$ cat config.mk
export PLATFORM = sky130hd
export DESIGN_NAME = selector_range_error_check
export DESIGN_NICKNAME = d
export VERILOG_FILES = /design/src/common/selchk_pkg.sv /design/src/rtl/range_checker.sv /design/src/rtl/selector_range_error_check.sv
export VERILOG_INCLUDE_DIRS = /design/src /design/src/common
export SDC_FILE = /design/constraint.sdc
export NUM_CORES = 2
export LEC_CHECK = 0
export BUFFER_PORTS_ARGS = -buffer_cell sky130_fd_sc_hd__buf_2
export CORE_MARGIN = 1.5
export CORE_UTILIZATION = 55
export CTS_BUF_LIST = sky130_fd_sc_hd__clkbuf_16
export CTS_CLUSTER_SIZE = 24
export DETAILED_ROUTE_END_ITERATION = 6
export PLACE_DENSITY_LB_ADDON = 0.25
export SETUP_SLACK_MARGIN = 0.4
export SYNTH_ARGS = -nofsm -noshare
export SYNTH_HDL_FRONTEND = slang
export SYNTH_SLANG_ARGS = --single-unit
export TNS_END_PERCENT = 10
$ cat constraint.sdc
create_clock -name sys_clk -period 4.1 [get_ports sys_clk]
set_clock_uncertainty 0.15 [all_clocks]
set_input_delay 0.41 -clock sys_clk [delete_from_list [all_inputs] [get_ports sys_clk]]
set_output_delay 0.41 -clock sys_clk [all_outputs]
set_load 0.01 [all_outputs]
$ cat src/common/selchk_consts.svh
// Purpose: Offsets, field positions, codes and reset values of the selector checker
// Assumes: 8-bit byte address, 32-bit data, one word per register
// Notes:   Field macros expand to part-select ranges
`ifndef SELCHK_CONSTS_SVH
`define SELCHK_CONSTS_SVH

// ----------------------------------------
// Register byte offsets
// ----------------------------------------
`define OFF_PSEL  8'h00
`define OFF_MSEL  8'h04
`define OFF_FID   8'h08
`define OFF_ESR   8'h0C
`define OFF_PCFG  8'h10
`define OFF_MCFG  8'h14
`define OFF_CTRL  8'h18

// ----------------------------------------
// Field positions
// ----------------------------------------
`define F_SEL   15:0
`define F_CODE  19:16
`define F_RIS   27:24
`define B_OVR   31

// ----------------------------------------
// Error codes
// ----------------------------------------
`define ERR_NONE   4'h0
`define ERR_PARTITION_IDENTIFIER 4'h1
`define ERR_MONSEL 4'h5
`define ERR_RIS    4'h8

// ----------------------------------------
// Control bits and reset values
// ----------------------------------------
`define CTL_CHK_PID 0
`define CTL_CHK_RIS 1
`define CTL_CHK_MON 2
`define CTL_ZERO_RD 3
`define CTRL_RST    4'hF
`define WORD_ZERO   32'h0000_0000

`endif

$ cat src/common/selchk_pkg.sv
// Purpose: Types shared by the selector checker files
// Assumes: Constants come from selchk_consts.svh
// Notes:   Types only; numbers live in the header
package selchk_pkg;
    typedef logic [3:0]  err_code_t;   // Error code field
    typedef logic [31:0] word_t;       // Register word
endpackage : selchk_pkg

$ cat src/rtl/range_checker.sv
// Purpose: Compare one selector value against its implemented count
// Assumes: Valid values are 0 .. count-1
// Notes:   Pure combinational, one instance per selector check
`timescale 1ns/10ps
module range_checker #(
    parameter int W = 16                 // Selector width
) (
    input  wire logic [W-1:0] value,        // Selector under test
    input  wire logic [W-1:0] count,        // Number of valid values
    output logic              out_of_range  // High when value not implemented
);
    // Count of zero makes every value illegal, which is the safe answer
    assign out_of_range = (value >= count);
endmodule : range_checker

$ cat src/rtl/selector_range_error_check.sv
// Purpose: Selector registers, range checks and error status recording
// Assumes: Plain register port, read data one cycle after the read strobe
// Notes:   Check-at-write options are software controls, reset to enabled
`timescale 1ns/10ps
`include "selchk_consts.svh"
module selector_range_error_check
    import selchk_pkg::*;
#(
    parameter int              PART_COUNT = 16,   // Implemented partitions, power of two
    parameter int              RIS_COUNT  = 3,    // Implemented resource instances, 1..4
    parameter int              MON_DEPTH  = 8,    // Monitor storage per instance
    parameter logic [63:0]     MON_LIMITS = 64'h0008_0008_0004_0004, // Monitors per instance
    parameter logic [31:0]     FEATURE_ID = 32'h0000_0A5A  // Arbitrary identification value
) (
    input  wire logic        sys_clk,           // System clock, 25 MHz
    input  wire logic        reset_n,           // Synchronous reset, active low
    input  wire logic [7:0]  reg_addr,          // Byte address
    input  wire logic [31:0] reg_wdata,         // Write data
    input  wire logic        reg_wr,            // Write strobe
    input  wire logic        reg_rd,            // Read strobe
    input  wire logic        secure_space_bit,  // 1 = non-secure access
    output logic      [31:0] reg_rdata          // Read data, cycle after strobe
);
    // ----------------------------------------
    // Sizes
    // ----------------------------------------
    localparam int PW = $clog2(PART_COUNT);     // Partition index bits
    localparam int MW = $clog2(MON_DEPTH);      // Monitor index bits
    localparam logic [15:0] PCNT = 16'(PART_COUNT);
    localparam logic [3:0]  RCNT = 4'(RIS_COUNT);

    // ----------------------------------------
    // State
    // ----------------------------------------
    logic [15:0] pid_ff;              // Partition id selector
    logic [3:0]  pris_ff;             // Resource instance selector
    logic [15:0] mon_ff;              // Monitor instance selector
    logic [3:0]  mris_ff;             // Monitor resource instance selector
    logic [3:0]  ctrl_ff;             // Check and read-zero options
    word_t       esr_ff [2];          // Error status, [0] secure, [1] non-secure
    word_t       rdata_ff;            // Registered read data
    word_t       pcfg_mem [4*PART_COUNT]; // Partition configuration words
    word_t       mcfg_mem [4*MON_DEPTH];  // Monitor configuration words

    // ----------------------------------------
    // Address decode
    // ----------------------------------------
    wire ps_wr = reg_wr & (reg_addr == `OFF_PSEL);
    wire ms_wr = reg_wr & (reg_addr == `OFF_MSEL);
    wire es_wr = reg_wr & (reg_addr == `OFF_ESR);
    wire ct_wr = reg_wr & (reg_addr == `OFF_CTRL);
    wire pc_wr = reg_wr & (reg_addr == `OFF_PCFG);
    wire mc_wr = reg_wr & (reg_addr == `OFF_MCFG);
    wire pc_rd = reg_rd & (reg_addr == `OFF_PCFG);
    wire mc_rd = reg_rd & (reg_addr == `OFF_MCFG);
    wire fi_rd = reg_rd & (reg_addr == `OFF_FID);
    wire pc_acc = pc_rd | pc_wr;      // Any partition config access
    wire mc_acc = mc_rd | mc_wr;      // Any monitor config access

    // Incoming fields of a written selector word
    wire [15:0] w_sel = reg_wdata[`F_SEL];
    wire [3:0]  w_ris = reg_wdata[`F_RIS];

    // Per-instance monitor bounds; all types in an instance share one count
    wire [1:0]  nlim_ix = w_ris[1:0];
    wire [1:0]  clim_ix = mris_ff[1:0];
    wire [15:0] mon_lim_new = MON_LIMITS[nlim_ix*16 +: 16];
    wire [15:0] mon_lim_cur = MON_LIMITS[clim_ix*16 +: 16];

    // ----------------------------------------
    // Range checks
    // ----------------------------------------
    logic new_pid_bad, cur_pid_bad, new_ris_bad, cur_ris_bad;
    logic new_mris_bad, cur_mris_bad, new_mon_bad, cur_mon_bad;

    range_checker #(.W(16)) u_pid_new (.value(w_sel), .count(PCNT), .out_of_range(new_pid_bad));
    range_checker #(.W(16)) u_pid_cur (.value(pid_ff), .count(PCNT), .out_of_range(cur_pid_bad));
    range_checker #(.W(4))  u_ris_new (.value(w_ris), .count(RCNT), .out_of_range(new_ris_bad));
    range_checker #(.W(4))  u_ris_cur (.value(pris_ff), .count(RCNT), .out_of_range(cur_ris_bad));
    range_checker #(.W(4))  u_mrs_new (.value(w_ris), .count(RCNT), .out_of_range(new_mris_bad));
    range_checker #(.W(4))  u_mrs_cur (.value(mris_ff), .count(RCNT),
                                       .out_of_range(cur_mris_bad));
    range_checker #(.W(16)) u_mon_new (.value(w_sel), .count(mon_lim_new),
                                       .out_of_range(new_mon_bad));
    range_checker #(.W(16)) u_mon_cur (.value(mon_ff), .count(mon_lim_cur),
                                       .out_of_range(cur_mon_bad));

    // ----------------------------------------
    // Error classification
    // ----------------------------------------
    // Write-time checks on the selector registers
    wire rej_pid = ps_wr & ctrl_ff[`CTL_CHK_PID] & new_pid_bad;
    wire rej_ris = ps_wr & ctrl_ff[`CTL_CHK_RIS] & new_ris_bad;
    wire ps_rej  = rej_pid | rej_ris;
    // Bound is known only once the written instance is defined
    wire ms_rej  = ms_wr & ctrl_ff[`CTL_CHK_MON] & ~new_mris_bad & new_mon_bad;
    // Use-time checks; partition range has priority over instance
    wire use_e1  = pc_acc & cur_pid_bad;
    wire use_e8  = ((pc_acc & ~cur_pid_bad) | fi_rd) & cur_ris_bad;
    // Monitor range only judged while its instance is defined
    wire use_e5  = mc_acc & ~cur_mris_bad & cur_mon_bad;
    wire pc_err  = use_e1 | use_e8;

    wire        err_vld = ps_rej | ms_rej | use_e1 | use_e8 | use_e5;
    err_code_t  err_code;             // Code to record
    logic [3:0] err_ris;              // Captured instance selector
    logic [15:0] err_sel;             // Captured partition or monitor selector

    // Captured syndrome: written values on rejects, stored values on use
    always_comb begin
        err_code = `ERR_NONE;
        err_ris  = pris_ff;
        err_sel  = pid_ff;
        if (rej_pid) begin
            err_code = `ERR_PARTITION_IDENTIFIER;
            err_ris  = w_ris;
            err_sel  = w_sel;
        end else if (rej_ris) begin
            // Instance and partition selectors go with the code
            err_code = `ERR_RIS;
            err_ris  = w_ris;
            err_sel  = w_sel;
        end else if (ms_rej) begin
            err_code = `ERR_MONSEL;
            err_ris  = w_ris;
            err_sel  = w_sel;
        end else if (use_e1) begin
            err_code = `ERR_PARTITION_IDENTIFIER;
        end else if (use_e8) begin
            err_code = `ERR_RIS;
        end else if (use_e5) begin
            err_code = `ERR_MONSEL;
            err_ris  = mris_ff;
            err_sel  = mon_ff;
        end
    end

    // ----------------------------------------
    // Error status update
    // ----------------------------------------
    word_t nxt_esr [2];               // Next value of each copy

    // Hardware recording wins over a software write in the same cycle
    always_comb begin
        for (int c = 0; c < 2; c++) begin
            nxt_esr[c] = esr_ff[c];
            if (err_vld && (secure_space_bit == c[0])) begin
                nxt_esr[c]           = `WORD_ZERO;
                nxt_esr[c][`F_SEL]   = err_sel;
                nxt_esr[c][`F_CODE]  = err_code;
                nxt_esr[c][`F_RIS]   = err_ris;
                // Sticky flag, set when a recorded code is overwritten
                nxt_esr[c][`B_OVR]   = esr_ff[c][`B_OVR] | (esr_ff[c][`F_CODE] != `ERR_NONE);
            end else if (es_wr && (secure_space_bit == c[0])) begin
                nxt_esr[c]           = `WORD_ZERO;
                nxt_esr[c][`F_SEL]   = reg_wdata[`F_SEL];
                nxt_esr[c][`F_CODE]  = reg_wdata[`F_CODE];
                nxt_esr[c][`F_RIS]   = reg_wdata[`F_RIS];
                nxt_esr[c][`B_OVR]   = reg_wdata[`B_OVR];
            end
        end
    end

    // ----------------------------------------
    // Storage indices and read mux
    // ----------------------------------------
    wire [PW+1:0] p_ix = {pris_ff[1:0], pid_ff[PW-1:0]};
    wire [MW+1:0] m_ix = {mris_ff[1:0], mon_ff[MW-1:0]};
    wire          ns_ix = secure_space_bit;

    word_t nxt_rdata;                 // Read value chosen this cycle

    always_comb begin
        nxt_rdata = `WORD_ZERO;
        unique case (reg_addr)
            `OFF_PSEL: begin
                nxt_rdata[`F_SEL] = pid_ff;
                nxt_rdata[`F_RIS] = pris_ff;
            end
            `OFF_MSEL: begin
                nxt_rdata[`F_SEL] = mon_ff;
                nxt_rdata[`F_RIS] = mris_ff;
            end
            // A bad instance still returns the identification word: any value is legal
            `OFF_FID:  nxt_rdata = FEATURE_ID;
            `OFF_ESR:  nxt_rdata = esr_ff[ns_ix];
            `OFF_CTRL: nxt_rdata[3:0] = ctrl_ff;
            // Erroneous reads give zero or the truncated index's word
            `OFF_PCFG: nxt_rdata = (pc_err & ctrl_ff[`CTL_ZERO_RD]) ? `WORD_ZERO : pcfg_mem[p_ix];
            `OFF_MCFG: nxt_rdata = (use_e5 & ctrl_ff[`CTL_ZERO_RD]) ? `WORD_ZERO : mcfg_mem[m_ix];
            default:   nxt_rdata = `WORD_ZERO;  // Unmapped reads as zero
        endcase
    end

    // Read data stands only in the cycle after the strobe
    always_ff @(posedge sys_clk) begin
        if (!reset_n) rdata_ff <= `WORD_ZERO;
        else          rdata_ff <= reg_rd ? nxt_rdata : `WORD_ZERO;
    end
    assign reg_rdata = rdata_ff;

    // ----------------------------------------
    // Selector and control registers
    // ----------------------------------------
    // A rejected write leaves the whole selector word unchanged
    always_ff @(posedge sys_clk) begin
        if (!reset_n) begin
            pid_ff  <= 16'h0000;
            pris_ff <= 4'h0;
            mon_ff  <= 16'h0000;
            mris_ff <= 4'h0;
            ctrl_ff <= `CTRL_RST;
        end else begin
            if (ps_wr && !ps_rej) begin
                pid_ff  <= w_sel;
                pris_ff <= w_ris;
            end
            if (ms_wr && !ms_rej) begin
                mon_ff  <= w_sel;
                mris_ff <= w_ris;
            end
            if (ct_wr) ctrl_ff <= reg_wdata[3:0];
        end
    end

    // Error status copies
    always_ff @(posedge sys_clk) begin
        if (!reset_n) begin
            esr_ff[0] <= `WORD_ZERO;
            esr_ff[1] <= `WORD_ZERO;
        end else begin
            esr_ff[0] <= nxt_esr[0];
            esr_ff[1] <= nxt_esr[1];
        end
    end

    // ----------------------------------------
    // Configuration storage
    // ----------------------------------------
    // Writes with a recorded selector error are dropped rather than aliased
    wire pc_we = pc_wr & ~pc_err;
    wire mc_we = mc_wr & ~use_e5;
    // Only the three errors are detected here, so an undefined monitor instance still writes its truncated index's word
    always_ff @(posedge sys_clk) begin
        if (pc_we) pcfg_mem[p_ix] <= reg_wdata;
        if (mc_we) mcfg_mem[m_ix] <= reg_wdata;
    end
endmodule : selector_range_error_check

Word level (Yosys, flattened, before mapping)

Memories as Yosys holds them, arrays and structs flattened. A register that Yosys moved wholly into a read port is not among the register bits.
Index checks and enable logic that the tools add are counted.
W data, S select, Z words.

Register bits: 76
Memory bits (writable): 3,136
Input port bits: 45
Memories: 3

Memories:

| memory   | depth | bits a word | read ports | clocked after memory_dff | write ports | RTL line                         | RTL |
|---|---|---|---|---|---|---|---|
| pcfg_mem | 64    | 32          | 1          | 1                        | 1           | selector_range_error_check.sv:42 | `word_t pcfg_mem [4*PART_COUNT];` |
| mcfg_mem | 32    | 32          | 1          | 1                        | 1           | selector_range_error_check.sv:43 | `word_t mcfg_mem [4*MON_DEPTH];` |
| esr_ff   | 2     | 32          | 3          | 0                        | 2           | selector_range_error_check.sv:40 | `word_t esr_ff [2];` |

Magnitude comparators: 7
Eq/ne operators: 6
Shift operators: 2
Multiplexer cells: 41
Bitwise logic cells: 44
Reductions and logical operators: 12

Operators by type and width:

| kind                       | count |
|---|---|
| $mux W32                   | 8 |
| $shiftx A64 B7 Y16 const A | 2 |
| $mux W16                   | 6 |
| $pmux W12 S6               | 1 |
| $mux W4                    | 11 |
| $ge A16 B16 Y1             | 2 |
| $ge A16 B5 Y1 const B      | 2 |
| $pmux W4 S7                | 1 |
| $and A1 B1 Y1              | 25 |
| $eq A8 B5 Y1 const B       | 3 |
| $pmux W8 S3                | 1 |
| $pmux W4 S5                | 1 |
| $eq A8 B4 Y1 const B       | 2 |
| $or A1 B1 Y1               | 13 |
| $ge A4 B2 Y1 const B       | 3 |
| $mux W6                    | 2 |
| $pmux W4 S3                | 1 |
| $mux W5                    | 2 |
| $eq A8 B3 Y1 const B       | 1 |
| $logic_not A8 Y1           | 1 |
| $reduce_bool A4 Y1         | 2 |
| $logic_and A1 B1 Y1        | 6 |
| $mux W1                    | 6 |
| $not A1 Y1                 | 6 |
| other kinds (3)            | 4 |

Depth between registers and ports, before layout

Depth after elaboration: 13
Gate-level depth with buffers: 12

Hierarchy

A second synthesis with hierarchy kept.

Cells, all modules: 6,358
Area total of the unflattened synthesis: 126,362.4 µm²

By module, submodules not included:

| module                        | instances | cells each | area an instance (µm²) | sequential area each (µm²) |
|---|---|---|---|---|
| selector_range_error_check    | 1         | 6,086      | 124,365.5              | 94,991.1 |
| range_checker (u_mon_cur ...) | 4         | 55         | 399.1                  | 0.0 |
| range_checker (u_mrs_cur ...) | 4         | 13         | 100.1                  | 0.0 |

Least setup slack after synthesis

No wires, ideal clock.

Kind: input to register
Start point: input reg_addr[3]
End point: memory mcfg_mem[28][0] (netlist name), enable pin
Library setup time: 421 ps
Arrival: 3,236 ps
Data required time: 3,529 ps
Path slack: 293 ps
Stages: 8
Buffers on the path: 2
Cell sequence: buf_2 -> nor4b_1 -> and3_1 -> clkbuf_1 -> nand2_1 -> nor3b_1 -> nand3_1 -> nor2_1

Cells in the longest elaborated chain, start to end: 9
Elaborated cells between the ends (all ways): 10

Ends and longest elaborated chain:

| item                                    | RTL line                                                           | RTL |
|---|---|---|
| start, declared                         | selector_range_error_check.sv:17                                   | `input wire logic [7:0] reg_addr,` |
| $eq A8 B5 Y1 (*)                        | --                                                                 |  |
| $and A1 B1 Y1, on equally long branches | selector_range_error_check.sv:55, selector_range_error_check.sv:53 |  |
| $or A1 B1 Y1                            | selector_range_error_check.sv:58                                   | `wire mc_acc = mc_rd \| mc_wr;` |
| $and A1 B1 Y1 (2 in series)             | selector_range_error_check.sv:101                                  | `wire use_e5 = mc_acc & ~cur_mris_bad & cur_mon_bad;` |
| $not A1 Y1                              | selector_range_error_check.sv:242                                  | `wire mc_we = mc_wr & ~use_e5;` |
| $and A1 B1 Y1 (*)                       | selector_range_error_check.sv:242                                  |  |
| $mux W1 (*)                             | selector_range_error_check.sv:246                                  | `if (mc_we) mcfg_mem[m_ix] <= reg_wdata;` |
| $mux W1 (not written as such) (*)       | selector_range_error_check.sv:246                                  |  |
| end, declared                           | selector_range_error_check.sv:43                                   |  |

Every way passes the cells marked *; elsewhere a longest branch is shown, timed or not.

==> flow_metrics.env <==
export IMPL_place_port_buffers=76
export IMPL_ys_ff_latch=3209
export IMPL_hold_class="primary input to register"
export IMPL_dp_slack_ns=0.2607
export IMPL_synth_area_um2=124200
export IMPL_drive_above_1_share=0.2494
export IMPL_fp_dieH_um=478.2
export IMPL_finalNonFillerCells=10172
export IMPL_synth_most_common_cell="edfxtp_1"
export IMPL_finalSetupViolCount=0
export IMPL_cp_end_kind="register"
export IMPL_fin_ws_ns=0.2885
export IMPL_cpPeakStageDelay_ns=0.75
export IMPL_finalHoldViolCount=0
export IMPL_grtUsageTotal=0.2957
export IMPL_fin_crit_sh=0.9296
export IMPL_p_per_area_nw_per_um2=459.8
export IMPL_num_vias=65797
export IMPL_relSlewSlack=0.1324
export IMPL_yosys_area_top_type="edfxtp_1"
export IMPL_grt_pass1_vias=65134
export IMPL_timing_worst_setup_path_type="register to register"
export IMPL_period_needed_ns=3.811
export IMPL_clk_path_buf_depth=4
export IMPL_start_util=0.5528
export IMPL_grt_max_degree=102
export IMPL_async_reset_ff_frac=0
export IMPL_worst_pin_slew_ns=1.265
export IMPL_rows=174
export IMPL_die_area_um2=228700
export IMPL_min_path_cells=1
export IMPL_cpMostUsedCell="buf_4"
export IMPL_comb_power_share=0.016
export IMPL_worstPathMaxFanout=28
export IMPL_insertion_delay_ns=0.95
export IMPL_rr_worst_depth=10
export IMPL_ys_top_cells_by_count="edfxtp_1, mux4_2, mux2i_1"
export IMPL_slew_viol_final=0
export IMPL_core_area_um2=224700
export IMPL_drc=0
export IMPL_worstPathRequired_ns=4.74
export IMPL_io_pins=77
export IMPL_leakagePower_nw=45.72
export IMPL_cts_tree="yes"
export IMPL_clock_tree_root_cell="clkbuf_16"
export IMPL_syn_area_per_cell_um2=20.92
export IMPL_path_depth=10
export IMPL_nNetsFinal=6975
export IMPL_overflow=0
export IMPL_cp_top_family="compound AO/OA/AOI/OAI gates"
export IMPL_slowest_stage="and2_4"
export IMPL_p_int_mw=53.08
export IMPL_netlist_area_leader_share=0.7428
export IMPL_wl_um=337900
export IMPL_setup_tns_final_ns=0
export IMPL_dr_pass1_iters=7
export IMPL_cap_violations=0
export IMPL_yosysSeqAreaShare=0.7649
export IMPL_critical_path_buf_inv_count=3
export IMPL_synth_edf_count=3072
export IMPL_dp_hpwl_um=199300
export IMPL_synth_area_leaders="edfxtp_1, mux4_2, mux2i_1"
export IMPL_avgRoutedWirePerCell_um=33.21
export IMPL_clock_sinks=3209
export IMPL_first_iter_violations=9793
export IMPL_grt_pass1_wl_um=477300
export IMPL_synth_cell_types=84
export IMPL_ant_nets=0
export IMPL_ys_warn_count=0
export IMPL_ir_drop_mv=0.4815
export IMPL_cp_cell_sequence="and2_4 -> buf_12 -> a221o_1 -> nand2_1 -> a311oi_1 -> buf_4 -> o221ai_1 -> o21ai_0 -> buf_4 -> a31oi_1"
export IMPL_p_switching_mw=13.06
export IMPL_outcome="finished clean"
export IMPL_htreeDepth=5
export IMPL_arrival_ns=4.45
export IMPL_setup_worst_path_start_class="register"
export IMPL_synthToLayoutAreaGrowth_pct=15.83
export IMPL_p_clk_frac=0.432
export IMPL_seqPwrFrac=0.551
export IMPL_synth_flop_cell="edfxtp_1"
export IMPL_antenna_found_initial=24
export IMPL_fmax_mhz=262.4
export IMPL_syn_inst=5936
export IMPL_vias_per_cell=6.468
export IMPL_switching_share=0.1975
export IMPL_cts_made_buffers=328
export IMPL_chipWidth_um=478.2
export IMPL_placed_cells_incl_taps=9560
export IMPL_clkTransAtPathRegs_ns=0.06
export IMPL_rsz0062_at_grt="yes"
export IMPL_place_gp_congestion=0.9351
[sequential cells by signal, indices dropped and copies added (netlist names), named ones only]
signal and flops:
pcfg_mem 2048, esr_ff 50, mcfg_mem 1024, ctrl_ff 4, pid_ff 16, pris_ff 4, reg_rdata 32, mris_ff 4
mon_ff 16
[cells in the final DEF, fill, tap and decap left out, types with 10 or more instances in the layout]
cell | Yosys | layout
buf_12 | 0 | 102
a31oi_1 | 18 | 18
a222oi_1 | 10 | 10
clkinv_2 | 0 | 55
nor3_1 | 40 | 40
edfxtp_1 | 3072 | 3072
o21ai_0 | 154 | 153
nor2_4 | 0 | 81
o22ai_1 | 23 | 23
conb_1 | 1 | 512
nor2_1 | 195 | 107
a211oi_1 | 45 | 43
nor2b_1 | 27 | 23
nand2_1 | 166 | 164
dlygate4sd3_1 | 0 | 24
nand2b_1 | 15 | 15
dfxtp_1 | 137 | 127
buf_2 | 90 | 46
nand3_1 | 53 | 53
mux2_2 | 54 | 54
mux2i_1 | 363 | 363
and3_1 | 11 | 11
inv_1 | 6 | 57
buf_4 | 22 | 326
a21oi_1 | 124 | 124
clkinv_1 | 1 | 90
bufinv_16 | 0 | 29
a221o_1 | 39 | 39
clkbuf_16 | 0 | 333
diode_2 | 0 | 10
mux4_2 | 695 | 695
a22oi_1 | 92 | 92
a221oi_1 | 90 | 90
o31ai_1 | 12 | 12
[cell families after synthesis]
group,synth area share
flip-flops,0.7649
multiplexers,0.1602
AO/OA/AOI/OAI,0.03855
AND/OR/NAND/NOR,0.02053
buffers and inverters,0.01544
adder cells (fa/ha/maj),0.0004030
other,0.00003019
[final cells by class]
type | count | area (um^2)
sequential | 3209 | 95020
clock inverter | 241 | 1836
timing repair buffer | 498 | 4960
fill | 14905 | 80830
multi-input combinational | 2879 | 29890
inverter | 10 | 45.04
clock buffer | 333 | 8333
tap | 2992 | 3744
antenna | 10 | 25.02
[path summary, 6_finish.rpt]
kind	startpoint	end	slack [ns]
worst max-delay path	register	reg_rdata[31]	0.29
worst min-delay path	reg_wdata[29]	pcfg_mem[60][29]	0.05
worst max register to register	register	reg_rdata[31]	0.29
worst min register to register	esr_ff[1][19]	esr_ff[1][19]	0.33
[routing by layer]
layer	GRT usage	vias up	part of all wire
li1	-	26456	-
met1	0.4048	34402	0.37
met2	0.4687	4162	0.48
met3	0.05964	757	0.11
met4	0.1246	20	0.047
met5	0	-	0.00036
[stage by stage]
stage | instance area (um^2) | utilization | total power [mW] | hold WS, ns
after floorplan | 126100 | - | 37.41 | 0.2899
after global placement | 133400 | 0.5936 | 38.11 | 0.3100
after detailed placement | 133400 | 0.5936 | 38.19 | 0.3196
after CTS | 143800 | 0.6400 | 66.36 | 0.006359
after global routing | 143800 | 0.6401 | 67.70 | 0.05429
final | 143800 | 0.6403 | 66.14 | 0.04946
[repair_timing]
item	CTS	global route
resized for setup	1	4
endpoints found under the setup margin	6	109
setup buffers	0	4
hold buffers	24	0
endpoints found under the hold margin	561	0
[power by group through the flow]
stage | registers (mW) | logic, mW | clock network (mW)
2_1_floorplan | 37.1 | 0.305 | 0
3_3_place_gp | 37.1 | 0.992 | 0
3_5_place_dp | 37.2 | 1.04 | 0
4_1_cts | 36.5 | 1.06 | 28.8
5_1_grt | 36.5 | 1.16 | 30.1
6_report | 36.4 | 1.09 | 28.6
Power figures use the tool's default switching activity.
